==> config.mk <==
export PLATFORM = sky130hd
export DESIGN_NAME = swru_top
export DESIGN_NICKNAME = d
export VERILOG_FILES = /design/src/design/swru_pkg.sv /design/src/design/swru_dec_if.sv /design/src/design/swru_decode.sv /design/src/design/swru_top.sv
export SDC_FILE = /design/constraint.sdc
export NUM_CORES = 1
export LEC_CHECK = 0
export ABC_AREA = 1
export BUFFER_PORTS_ARGS = -buffer_cell sky130_fd_sc_hd__buf_2
export CORE_MARGIN = 8
export CORE_UTILIZATION = 50
export CTS_CLUSTER_DIAMETER = 150
export DETAILED_ROUTE_END_ITERATION = 10
export PLACE_DENSITY = 0.66
export SKIP_LAST_GASP = 1
export SLEW_MARGIN = 20
export SYNTH_ARGS = -nofsm -noshare
export SYNTH_HDL_FRONTEND = slang
export SYNTH_SLANG_ARGS = --single-unit
==> constraint.sdc <==
create_clock -name clk -period 11.7 [get_ports clk]
set_input_delay 0.585 -clock clk [delete_from_list [all_inputs] [get_ports clk]]
set_output_delay 0.585 -clock clk [all_outputs]
set_load 0.01 [all_outputs]
==> src/design/swru_pkg.sv <==
package swru_pkg;

  // Instruction format.
  localparam logic [1:0] SWRU_OP_FMT3 = 2'h2;
  localparam int SWRU_OP_LSB = 30;
  localparam int SWRU_RD_LSB = 25;
  localparam int SWRU_OP3_LSB = 19;
  localparam int SWRU_IMM_SEL_BIT = 13;
  localparam int SWRU_SIMM_MSB = 12;
  localparam logic [5:0] SWRU_OP3_MULDIV = 6'h30;
  localparam logic [5:0] SWRU_OP3_PSR = 6'h31;
  localparam logic [5:0] SWRU_OP3_WIM = 6'h32;
  localparam logic [5:0] SWRU_OP3_TBR = 6'h33;
  localparam logic [4:0] SWRU_ASR_IMPL_FIRST = 5'h10;

  // Processor state register fields.
  localparam int SWRU_CWP_LSB = 0;
  localparam int SWRU_CWP_W = 5;
  localparam int SWRU_ET_BIT = 5;
  localparam int SWRU_S_BIT = 7;
  localparam int SWRU_PIL_LSB = 8;
  localparam int SWRU_PIL_W = 4;
  localparam logic [4:0] SWRU_WINDOW_COUNT = 5'h08;

  // Writable bits of each target, and the privileged ancillary mask.
  localparam logic [31:0] SWRU_MULDIV_WMASK = 32'hffffffff;
  localparam logic [31:0] SWRU_PSR_WMASK = 32'h00ffffff;
  localparam logic [31:0] SWRU_WIM_WMASK = 32'h000000ff;
  localparam logic [31:0] SWRU_TBR_WMASK = 32'hfffff000;
  localparam logic [15:0] SWRU_ASR_PRIV_MASK = 16'hff00;

  // Reset values.
  localparam logic [31:0] SWRU_PSR_RST = 32'h00000080;
  localparam logic [31:0] SWRU_REG_RST = 32'h00000000;
  localparam logic [1:0] SWRU_DELAY_RST = 2'h3;

  // Wishbone byte offsets.
  localparam logic [7:0] SWRU_OFS_CTRL = 8'h00;
  localparam logic [7:0] SWRU_OFS_STATUS = 8'h04;
  localparam logic [7:0] SWRU_OFS_MULDIV = 8'h08;
  localparam logic [7:0] SWRU_OFS_PSR = 8'h0c;
  localparam logic [7:0] SWRU_OFS_WIM = 8'h10;
  localparam logic [7:0] SWRU_OFS_TBR = 8'h14;
  localparam logic [1:0] SWRU_OFS_ASR_PAGE = 2'h1;

  localparam int SWRU_SLOTS = 5;

  typedef enum logic [2:0] {
    SWRU_TGT_MULDIV,
    SWRU_TGT_PSR,
    SWRU_TGT_WIM,
    SWRU_TGT_TBR,
    SWRU_TGT_ASR
  } swru_tgt_e;

  function automatic logic [31:0] swru_merge(input logic [31:0] old,
                                             input logic [31:0] val,
                                             input logic [31:0] mask);
    swru_merge = (old & ~mask) | (val & mask);
  endfunction

  function automatic logic [31:0] swru_wmask(input int slot);
    case (slot)
      0: swru_wmask = SWRU_MULDIV_WMASK;
      1: swru_wmask = SWRU_PSR_WMASK;
      2: swru_wmask = SWRU_WIM_WMASK;
      3: swru_wmask = SWRU_TBR_WMASK;
      default: swru_wmask = 32'hffffffff;
    endcase
  endfunction

endpackage

==> src/design/swru_dec_if.sv <==
interface swru_dec_if;
  import swru_pkg::*;
  logic hit;
  swru_tgt_e tgt;
  logic [4:0] asr_idx;
  logic [31:0] value;
  logic priv_req;
  logic bad_cwp;
  logic reserved_asr;
  modport dec (output hit, tgt, asr_idx, value, priv_req, bad_cwp,
               reserved_asr);
  modport core (input hit, tgt, asr_idx, value, priv_req, bad_cwp,
                reserved_asr);
endinterface

==> src/design/swru_decode.sv <==
module swru_decode
  import swru_pkg::*;
(
  input wire logic instr_valid,
  input wire logic [31:0] instr_word,
  input wire logic [31:0] src_a_value,
  input wire logic [31:0] src_b_value,
  swru_dec_if.dec dec
);
  import swru_pkg::*;

  wire [1:0] op_field = instr_word[SWRU_OP_LSB +: 2];
  wire [4:0] dest_field = instr_word[SWRU_RD_LSB +: 5];
  wire [5:0] opcode_ext_field = instr_word[SWRU_OP3_LSB +: 6];
  wire imm_sel = instr_word[SWRU_IMM_SEL_BIT];
  wire [31:0] signed_immediate =
    {{19{instr_word[SWRU_SIMM_MSB]}}, instr_word[SWRU_SIMM_MSB:0]};
  wire fmt_ok = instr_valid && (op_field == SWRU_OP_FMT3);
  wire sel_muldiv = fmt_ok && (opcode_ext_field == SWRU_OP3_MULDIV) &&
                    (dest_field == 5'h00);
  wire sel_asr = fmt_ok && (opcode_ext_field == SWRU_OP3_MULDIV) &&
                 (dest_field != 5'h00);
  wire sel_psr = fmt_ok && (opcode_ext_field == SWRU_OP3_PSR);
  wire sel_wim = fmt_ok && (opcode_ext_field == SWRU_OP3_WIM);
  wire sel_tbr = fmt_ok && (opcode_ext_field == SWRU_OP3_TBR);
  wire [3:0] asr_slot = dest_field[3:0];
  wire asr_impl = dest_field >= SWRU_ASR_IMPL_FIRST;

  assign dec.hit = sel_muldiv || sel_asr || sel_psr || sel_wim || sel_tbr;
  assign dec.tgt = sel_psr ? SWRU_TGT_PSR :
                   sel_wim ? SWRU_TGT_WIM :
                   sel_tbr ? SWRU_TGT_TBR :
                   sel_asr ? SWRU_TGT_ASR : SWRU_TGT_MULDIV;
  assign dec.asr_idx = dest_field;
  // implemented ancillaries use the same xor form
  assign dec.value = src_a_value ^ (imm_sel ? signed_immediate : src_b_value);
  assign dec.priv_req = sel_psr || sel_wim || sel_tbr ||
                        (sel_asr && asr_impl && SWRU_ASR_PRIV_MASK[asr_slot]);
  assign dec.reserved_asr = sel_asr && !asr_impl;
  assign dec.bad_cwp = sel_psr &&
    (dec.value[SWRU_CWP_LSB +: SWRU_CWP_W] >= SWRU_WINDOW_COUNT);

endmodule

==> src/design/swru_top.sv <==
// Summary of operation
// - op3 0x30: rd zero muldiv, else ancillary
// - op3 0x31/0x32/0x33 write state, mask, base
// - State writes privileged; ancillary per register
// - Value is source a xor b or immediate
// - Ancillary 1 to 15 reserved, no effect
// - Ancillary 16 to 31 implementation defined
// - Ancillary writes never touch muldiv register
// - Bad window pointer traps, state unchanged
// - Writes complete after zero to three instructions
// - Trap enable and level seen immediately
// - Repeated same write takes effect as intended
// - Reads of changed fields within three undefined
// - Window ops near mask write unpredictable
// - Muldiv readers near muldiv write undefined
// - Old level interrupt may slip through
// - Trap entry may use old or new state
// - Trap may use old or new base
// - Handler reads see the new value
module swru_top
  import swru_pkg::*;
(
  input wire logic clk,
  input wire logic rstn,
  input wire logic [7:0] wb_adr,
  input wire logic [31:0] wb_dat_w,
  output logic [31:0] wb_dat_r,
  input wire logic wb_we,
  input wire logic [3:0] wb_sel,
  input wire logic wb_cyc,
  input wire logic wb_stb,
  output logic wb_ack,
  input wire logic instr_valid,
  input wire logic [31:0] instr_word,
  input wire logic [31:0] src_a_value,
  input wire logic [31:0] src_b_value,
  input wire logic trap_taken,
  output logic [31:0] muldiv_reg,
  output logic [31:0] proc_state,
  output logic [31:0] window_mask,
  output logic [31:0] trap_base,
  output logic trap_enable,
  output logic [3:0] interrupt_level,
  output logic [4:0] write_pending,
  output logic trap_privileged,
  output logic trap_illegal
);
  import swru_pkg::*;

  logic rst_meta_q;
  logic rst_sync_q;
  logic [1:0] delay_q;
  logic [31:0] arch_q [4];
  logic [31:0] asr_mem [16];
  logic [1:0] cnt_q [SWRU_SLOTS];
  logic [1:0] cnt_d [SWRU_SLOTS];
  logic [31:0] val_q [SWRU_SLOTS];
  logic [31:0] val_d [SWRU_SLOTS];
  logic [4:0] asr_idx_q;
  logic [4:0] commit;
  logic [31:0] commit_val [SWRU_SLOTS];
  logic [4:0] commit_asr_idx;
  logic [4:0] pend_q;
  logic et_view_q;
  logic [3:0] pil_view_q;
  logic priv_q;
  logic illegal_q;
  logic ack_q;
  logic [31:0] rdat_q;

  swru_dec_if dec_bus ();

  swru_decode u_decode (
    .instr_valid(instr_valid),
    .instr_word(instr_word),
    .src_a_value(src_a_value),
    .src_b_value(src_b_value),
    .dec(dec_bus.dec)
  );

  // Reset is released through two flops so that all state except the ancillary array
  // leaves reset on the same edge.
  always_ff @(posedge clk or negedge rstn) begin
    if (!rstn) begin
      rst_meta_q <= 1'b0;
      rst_sync_q <= 1'b0;
    end else begin
      rst_meta_q <= 1'b1;
      rst_sync_q <= rst_meta_q;
    end
  end

  wire rst_n = rst_sync_q;

  wire priv_fault = dec_bus.hit && dec_bus.priv_req &&
                    !arch_q[1][SWRU_S_BIT];
  wire cwp_fault = dec_bus.hit && !priv_fault && dec_bus.bad_cwp;
  wire do_write = dec_bus.hit && !priv_fault && !cwp_fault &&
                  !dec_bus.reserved_asr;
  wire write_now = (delay_q == 2'h0) || trap_taken;
  wire psr_issue = do_write && (dec_bus.tgt == SWRU_TGT_PSR);

  always_comb begin
    commit_asr_idx = asr_idx_q;
    for (int i = 0; i < SWRU_SLOTS; i++) begin
      logic new_here;
      logic expire;
      new_here = do_write && (int'(dec_bus.tgt) == i);
      // a trap forces any pending write out
      expire = (cnt_q[i] != 2'h0) &&
               ((instr_valid && (cnt_q[i] == 2'h1)) || trap_taken);
      commit[i] = new_here ? write_now : expire;
      commit_val[i] = new_here ? dec_bus.value : val_q[i];
      val_d[i] = new_here ? dec_bus.value : val_q[i];
      if (new_here) begin
        cnt_d[i] = write_now ? 2'h0 : delay_q;
      end else if (expire) begin
        cnt_d[i] = 2'h0;
      end else if (instr_valid && (cnt_q[i] != 2'h0)) begin
        cnt_d[i] = cnt_q[i] - 2'h1;
      end else begin
        cnt_d[i] = cnt_q[i];
      end
    end
    if (do_write && (dec_bus.tgt == SWRU_TGT_ASR)) begin
      commit_asr_idx = dec_bus.asr_idx;
    end
  end

  always_ff @(posedge clk or negedge rst_n) begin
    if (!rst_n) begin
      for (int i = 0; i < SWRU_SLOTS; i++) begin
        cnt_q[i] <= 2'h0;
      end
    end else begin
      for (int i = 0; i < SWRU_SLOTS; i++) begin
        cnt_q[i] <= cnt_d[i];
      end
    end
  end

  always_ff @(posedge clk or negedge rst_n) begin
    if (!rst_n) begin
      for (int i = 0; i < SWRU_SLOTS; i++) begin
        val_q[i] <= SWRU_REG_RST;
      end
    end else begin
      for (int i = 0; i < SWRU_SLOTS; i++) begin
        val_q[i] <= val_d[i];
      end
    end
  end

  // pending flags mark the hazard window
  always_ff @(posedge clk or negedge rst_n) begin
    if (!rst_n) begin
      pend_q <= 5'h00;
    end else begin
      for (int i = 0; i < SWRU_SLOTS; i++) begin
        pend_q[i] <= (cnt_d[i] != 2'h0);
      end
    end
  end

  always_ff @(posedge clk or negedge rst_n) begin
    if (!rst_n) begin
      asr_idx_q <= 5'h00;
    end else begin
      asr_idx_q <= commit_asr_idx;
    end
  end

  // committed values are what handlers read
  always_ff @(posedge clk or negedge rst_n) begin
    if (!rst_n) begin
      arch_q[0] <= SWRU_REG_RST;
      arch_q[1] <= SWRU_PSR_RST;
      arch_q[2] <= SWRU_REG_RST;
      arch_q[3] <= SWRU_REG_RST;
    end else begin
      for (int i = 0; i < 4; i++) begin
        if (commit[i]) begin
          arch_q[i] <= swru_merge(arch_q[i], commit_val[i], swru_wmask(i));
        end
      end
    end
  end

  // The ancillary array holds no reset; software must write before reading.
  always_ff @(posedge clk) begin
    if (commit[4]) begin
      asr_mem[commit_asr_idx[3:0]] <= commit_val[4];
    end
  end

  // The view only tracks the register once no state write is waiting.
  wire psr_settled = (cnt_q[1] == 2'h0);

  // interrupt view follows the issued write
  always_ff @(posedge clk or negedge rst_n) begin
    if (!rst_n) begin
      et_view_q <= SWRU_PSR_RST[SWRU_ET_BIT];
      pil_view_q <= SWRU_PSR_RST[SWRU_PIL_LSB +: SWRU_PIL_W];
    end else if (psr_issue) begin
      et_view_q <= dec_bus.value[SWRU_ET_BIT];
      pil_view_q <= dec_bus.value[SWRU_PIL_LSB +: SWRU_PIL_W];
    end else if (psr_settled) begin
      et_view_q <= arch_q[1][SWRU_ET_BIT];
      pil_view_q <= arch_q[1][SWRU_PIL_LSB +: SWRU_PIL_W];
    end
  end

  always_ff @(posedge clk or negedge rst_n) begin
    if (!rst_n) begin
      priv_q <= 1'b0;
    end else begin
      priv_q <= priv_fault;
    end
  end

  always_ff @(posedge clk or negedge rst_n) begin
    if (!rst_n) begin
      illegal_q <= 1'b0;
    end else begin
      illegal_q <= cwp_fault;
    end
  end

  // Wishbone slave: ack one cycle after the strobe, read data latched on the edge that raises ack,
  // writes act on the next edge while ack is high, unmapped offsets read zero.
  wire wb_req = wb_cyc && wb_stb;
  wire wb_take = wb_req && !ack_q;
  wire asr_page = wb_adr[7:6] == SWRU_OFS_ASR_PAGE;
  wire hit_ctrl = wb_adr == SWRU_OFS_CTRL;
  wire hit_status = wb_adr == SWRU_OFS_STATUS;
  wire hit_muldiv = wb_adr == SWRU_OFS_MULDIV;
  wire hit_psr = wb_adr == SWRU_OFS_PSR;
  wire hit_wim = wb_adr == SWRU_OFS_WIM;
  wire hit_tbr = wb_adr == SWRU_OFS_TBR;
  wire ctrl_wr = wb_req && ack_q && wb_we && wb_sel[0] && hit_ctrl;
  wire [31:0] status_word = {27'h0, pend_q};
  wire [31:0] rd_mux =
    asr_page ? asr_mem[wb_adr[5:2]] :
    hit_ctrl ? {30'h0, delay_q} :
    hit_status ? status_word :
    hit_muldiv ? arch_q[0] :
    hit_psr ? arch_q[1] :
    hit_wim ? arch_q[2] :
    hit_tbr ? arch_q[3] : 32'h0;

  always_ff @(posedge clk or negedge rst_n) begin
    if (!rst_n) begin
      ack_q <= 1'b0;
    end else begin
      ack_q <= wb_take;
    end
  end

  always_ff @(posedge clk or negedge rst_n) begin
    if (!rst_n) begin
      rdat_q <= 32'h0;
    end else if (wb_take) begin
      rdat_q <= rd_mux;
    end
  end

  always_ff @(posedge clk or negedge rst_n) begin
    if (!rst_n) begin
      delay_q <= SWRU_DELAY_RST;
    end else if (ctrl_wr) begin
      delay_q <= wb_dat_w[1:0];
    end
  end

  assign wb_ack = ack_q;
  assign wb_dat_r = rdat_q;
  assign muldiv_reg = arch_q[0];
  assign proc_state = arch_q[1];
  assign window_mask = arch_q[2];
  assign trap_base = arch_q[3];
  assign trap_enable = et_view_q;
  assign interrupt_level = pil_view_q;
  // mask pending visible to window logic
  // muldiv pending visible to muldiv users
  assign write_pending = pend_q;
  assign trap_privileged = priv_q;
  assign trap_illegal = illegal_q;

endmodule

After elaboration in Yosys (flattened, before gate mapping). Memory sizes are Yosys's and may differ from the RTL's. Cells that the tools add are included.

Bits in registers: 351. Memory bits (writable): 512. Bits in read-only memories: 16. Input bits: 147. Output and inout port bits: 173. Logic and storage cells: 205. Memories: 2.

Memories: asr_mem (words 16, bits a word 32, rd ports 1, clocked after Yosys merged registers in 0, write ports 1, line swru_top.sv:54) `logic [31:0] asr_mem [16];`; (no name shown) (words 16, bits a word 1, rd ports 1, clocked after Yosys merged registers in 0, write ports 0, line swru_decode.sv:38) `(sel_asr && asr_impl && SWRU_ASR_PRIV_MASK[asr_slot]);`.

Add/sub/neg operators: 5. Order comparisons: 3. Equality and inequality tests: 22. Muxes and demuxes: 50. Bitwise gates (word level): 17. Reduce and logical (&&, ||, !) cells: 81.

Operators with widths (number): $mux 32 (17); $and 32x32->32 (8); $not 32->32 (4); $or 32x32->32 (4); $logic_and 1x1->1 (45); $mux 2 (16); $xor 32x32->32 (1); $eq 6x6->1 const B (4); $reduce_bool 2->1 (11); $eq 8x4->1 const B (2); $eq 8x5->1 const B (2); $logic_or 1x1->1 (13); $eq 2x1->1 const B (6); $eq 3x3->1 const B (4); $mux 3 (4); $mux 4 (3); $mux 1 (10); $sub 2x1->2 const B (5); $eq 8x3->1 const B (1); $logic_not 8->1 (1); $logic_not 1->1 (6); $ge 5x4->1 const B (1); $ge 5x5->1 const B (1); $logic_not 5->1 (1); 7 further kinds (8).

Longest topological paths before layout.
Word-level depth: 22. Gate-level depth with buffers: 16. Mapped depth without buffers: 14.

Modules after synthesis. From an unflattened synthesis, not the netlist that was laid out.

Cell total of the unflattened synthesis: 3272. Area, all modules: 33025.4 um2.

By module, submodules not included: swru_top (times used 1, cells each 3118, area an instance 32224.7 um2); swru_decode (times used 1, cells each 154, area an instance 800.8 um2).

Least setup slack after synthesis. Ideal clock, no wire load.

Path type: in2reg. Start: in instr_word[30]. End: mem asr_mem[0][0], enable pin. Library setup time: 0.421 ns. Data arrival time: 3.212 ns. Slack: 8.067 ns. Stages: 9. Buffers on the path: 0. Cells stage by stage: inv_1 nand2_1 nor2_1 nand3_1 nor2_1 nand4_1 o21ai_0 nand3_1 nor2_1.

Word-level cells in the longest chain between the ends: 20.

Ends and longest elaborated chain: start: declaration (line swru_top.sv:34) `input wire logic [31:0] instr_word,`; $eq 2x2->1 * (line swru_decode.sv:18) `wire fmt_ok = instr_valid && (op_field == SWRU_OP_FMT3);`; $logic_and 1x1->1 * (line swru_decode.sv:18); $logic_and 1x1->1 (line swru_decode.sv:19, swru_decode.sv:21); $logic_and 1x1->1 (on tied branches) (line swru_decode.sv:19, swru_decode.sv:21); $logic_or 1x1->1 (4 in series) (line swru_decode.sv:29) `assign dec.hit = sel_muldiv || sel_asr || sel_psr || sel_wim || sel_tbr;`; $logic_and 1x1->1 (2 in series) (line swru_top.sv:95) `wire priv_fault = dec_bus.hit && dec_bus.priv_req &&`; $logic_not 1->1 (line swru_top.sv:97, swru_top.sv:98); $logic_and 1x1->1 (line swru_top.sv:97, swru_top.sv:98); $logic_and 1x1->1 (line swru_top.sv:97) `wire cwp_fault = dec_bus.hit && !priv_fault && dec_bus.bad_cwp;`; $logic_not 1->1 (line swru_top.sv:98) `wire do_write = dec_bus.hit && !priv_fault && !cwp_fault &&`; $logic_and 1x1->1 (2 in series) (line swru_top.sv:98); $logic_and 1x1->1 (line swru_top.sv:108) `new_here = do_write && (int'(dec_bus.tgt) == i);`; $mux 1 (line swru_top.sv:112) `commit[i] = new_here ? write_now : expire;`; $mux 1 (line swru_top.sv:191) `if (commit[4]) begin`; $mux 1 (not written as such) (line swru_top.sv:192) `asr_mem[commit_asr_idx[3:0]] <= commit_val[4];`; end: declaration (line swru_top.sv:54).

Every way passes the cells marked *; elsewhere a longest branch is shown, timed or not.

Worst setup path after layout.
Start: in instr_word[13]. End: mem asr_mem[6][15], enable pin.

Word-level cells in the longest chain between the ends: 12.

Ends and longest elaborated chain: $mux 32 * (line swru_decode.sv:36) `assign dec.value = src_a_value ^ (imm_sel ? signed_immediate : src_b_value);`; $xor 32x32->32 * (line swru_decode.sv:36); $ge 5x4->1 * (line swru_decode.sv:41) `(dec.value[SWRU_CWP_LSB +: SWRU_CWP_W] >= SWRU_WINDOW_COUNT);`; $logic_and 1x1->1 * (line swru_decode.sv:40) `assign dec.bad_cwp = sel_psr &&`; $logic_and 1x1->1 * (line swru_top.sv:97); $logic_not 1->1 * (line swru_top.sv:98); $logic_and 1x1->1 * (2 in series) (line swru_top.sv:98); $logic_and 1x1->1 (line swru_top.sv:108); $mux 1 (line swru_top.sv:112); $mux 1 (line swru_top.sv:191); $mux 1 (not written as such) (line swru_top.sv:192).

Marked as above.

==> results.toml <==
[logic_synthesis]
post_synth_xor_xnor_area_pct = 0.896
synth_enable_flop_cells = 512
post_synth_fa_ha_maj_area_fraction_pct = 0.400
syn_inst = 2764
netlist_area_um2 = 31300
synth_sequential_area_ratio_pct = 70.2
total_of_warnings_raised_by_yosys = 0
synth.avg_cell_area_um2 = 11.3
synthDominantAreaCellType = "edfxtp_1"
synth-main-ff-cell = "edfxtp_1"
synth_compound_gate_area_share_pct = 8.28
ys_async_sr_fraction_pct = 33.9
top_area_cells_in_the_synthesized_netlist = "edfxtp_1 49%, dfrtp_1 21%, nand2_1 12%, a22oi_1 3.6%, o21ai_0 1.6%"
synth_seq_cells = 775
synth-simple-area-share_pct = 16.1
synthDistinctLibCells = 38
synth_top_family_by_area = "simple AND/OR/NAND/NOR gates"
post-synth-top-area-fraction_pct = 49.1
post_synth_mux_area_share_pct = 0

[worst_setup_path]
critPathKind = "in2reg"
critical_path_required_ns = 11.94
worst-path-max-fanout = 70
worstPathArrival_ns = 4.15
type_of_destination_of_the_critical_path = "flip-flop"
startpoint_type = "primary input"

[final_layout]
final_net_count = 3180
number_of_flip_flops_under_the_largest_register_name = 512
antenna_cells = 0
post_route_cells_drive_above_1_share_pct = 15.5
finish.utilization_pct = 58.3
area_growth_syn_to_layout_pct = 15.1

[power_and_ir_drop]
power.static_leakage_nw = 16.2
irDropWorstVdd_mv = 0.124
power-per-cell-area_nw_per_um2 = 168

[place]
place_ws_ns = 7.21
place.port_buffers = 237
detailedPlacementHpwl_mm = 52.1
gp_routability_congestion = 0.895

[global_routing]
grt_antenna_before_repair = 1
grt_start_max_net_pins = 75
grt-ovfl-total = 0
grt_pass1_vias = 21900
global_route.usage.total_pct = 24.1
grt_pass1_wl_mm = 130

[clock_tree]
cts-root-to-sink-buffers = 3
clk_transition_reported_paths_ns = 0.07
clockRootBuffer = "clkbuf_16"
clock_net_sink_count = 775
clock_insertion_delay_worst_skew_ns = 0.61
htreeDepth = 3
cts_tree = "built"
cts_made_buffers = 77
post_cts_resized = 0

[floorplan]
design.portCount = 320
dieWidth_um = 266
die_y_um = 266
start_util_pct = 50.6
die-area_um2 = 70800
placement_rows = 91
fp.coreArea_um2 = 61800

[sta]
clock.fmax_ghz = 0.256
clock-skew-final_ns = 0.0136
timing.final.ws_setup_ns = 7.79
timing_hold_violations_final = 0
tightest_pin_transition_ns = 1.09
setup_violating_endpoint_count_in_the_final_report = 0
slew-limit-headroom_pct = 27.1
timing.final.max_slew_violations = 0
timing.setup.tns_ns = 0
post-route-min-period_ns = 3.91
finalCritPeriodShare_pct = 33.4
unrepaired_setup_endpoints_after_global_routing = "no"

[detailed_routing]
viasPerCell = 5.60
antenna_left = 0
detail_route.iter0.violations = 2107
detail_route.first_pass.iterations = 7
detail_route.drc_violations = 0
dr_total_vias = 21900
routedWlPerCell_um = 22.2
routed_wirelength_mm = 87.2

[status]
result_of_the_run = "finished clean"

[hold_path]
min_path_type = "in2reg"

[run]
max_cap_violations = 0
critical path: stages:
cell	delay, ns
buf_2	0.20
inv_2	0.51
nand2_1	0.15
nand3_1	0.11
nand2_1	0.21
nand2_2	0.17
nand2_1	0.09
nand4_1	0.09
buf_4	0.51
nor2_1	0.11
nor2_2	0.24
nand3_1	0.35
nor2_4	0.17
buf_4	0.57
per-layer routing:
layer | track usage (%) | share of wire, % | vias to the layer above
met5 | 0 | 0.015 | -
met4 | 11.0 | 4.6 | 2
met3 | 4.31 | 7.2 | 223
met2 | 39.7 | 49 | 919
met1 | 31.0 | 40 | 10800
li1 | - | - | 9959
worst paths after layout:
| path | start | endpoint | slack, ns | cells after the start |
|---|---|---|---|---|
| max in group asynchronous | rst_n | val_q[20] | 8.94 | 2 |
| worst min-delay path | wb_dat_w[1] | delay_q[1] | 0.24 | 3 |
| worst max register to register | proc_state[7] | asr_mem[6][15] | 8.26 | 9 |
| min in group asynchronous | rstn | rst_n | 0.31 | 2 |
| worst max-delay path | instr_word[13] | asr_mem[6][15] | 7.79 | 14 |
| worst min register to register | rst_meta_q | rst_n | 0.36 | 0 |
cell families (layout without fill, tap and decap cells):
family                     Yosys count  after routing
other                                2             45
DFF                                775            775
xor gates and xnor gates            32             32
AOI/OAI and AO/OA                  407            407
buffers and inverters              288            564
and+or+nand+nor                   1250           1250
adders and majority gates           10             10
cell usage after synthesis, drive strengths merged (7+ instances only):
cell type  count
a211oi        17
a21oi         45
a221oi        13
a22oi        148
buf           81
clkbuf        93
dfrtp        260
edfxtp       512
ha            10
inv          113
nand2        977
nand3         82
nand3b         7
nand4         59
nor2         121
o211ai         7
o21ai        173
xnor2         25
xor2           7
cell type report:
cell class | count | area (um^2)
fill | 5008 | 25800
inverter | 114 | 430
multi-input combinational | 1744 | 8380
clock inverter | 39 | 318
clock buffer | 100 | 2140
sequential | 775 | 22000
tap | 837 | 1050
timing repair buffer | 311 | 1740
report_power, final:
part / leakage [nW] / internal [mW] / switching (mW)
Combinational: 5.56 / 0.154 / 0.436
Clock: 1.19 / 1.40 / 1.02
Sequential: 9.46 / 2.99 / 0.0611
placed cells by master (no fill, tap or decap), types with 73 or more instances in the layout:
cell type,count
nand2_1,974
nor2_1,92
dfrtp_1,259
o21ai_0,100
edfxtp_1,512
inv_1,110
buf_2,237
buf_4,73
a22oi_1,148
nand3_1,78
clkbuf_16,80
through the flow:
| step | hold WS [ns] | instance area (um^2) | total power, mW | std cells |
|---|---|---|---|---|
| after floorplan | 0.289 | 31400 | 3.44 | 2807 |
| after global placement | 0.339 | 33500 | 3.66 | 3780 |
| after detailed placement | 0.336 | 33500 | 3.69 | 3780 |
| after CTS | 0.201 | 36000 | 6.09 | 3920 |
| after global routing | 0.236 | 36000 | 6.25 | 3920 |
| final | 0.238 | 36000 | 6.06 | 3920 |
timing repair:
action	in CTS	in global routing
setup buffers	0	0
endpoints found under the hold margin	2	0
hold buffers	1	0
Power figures use the tool's default switching activity.
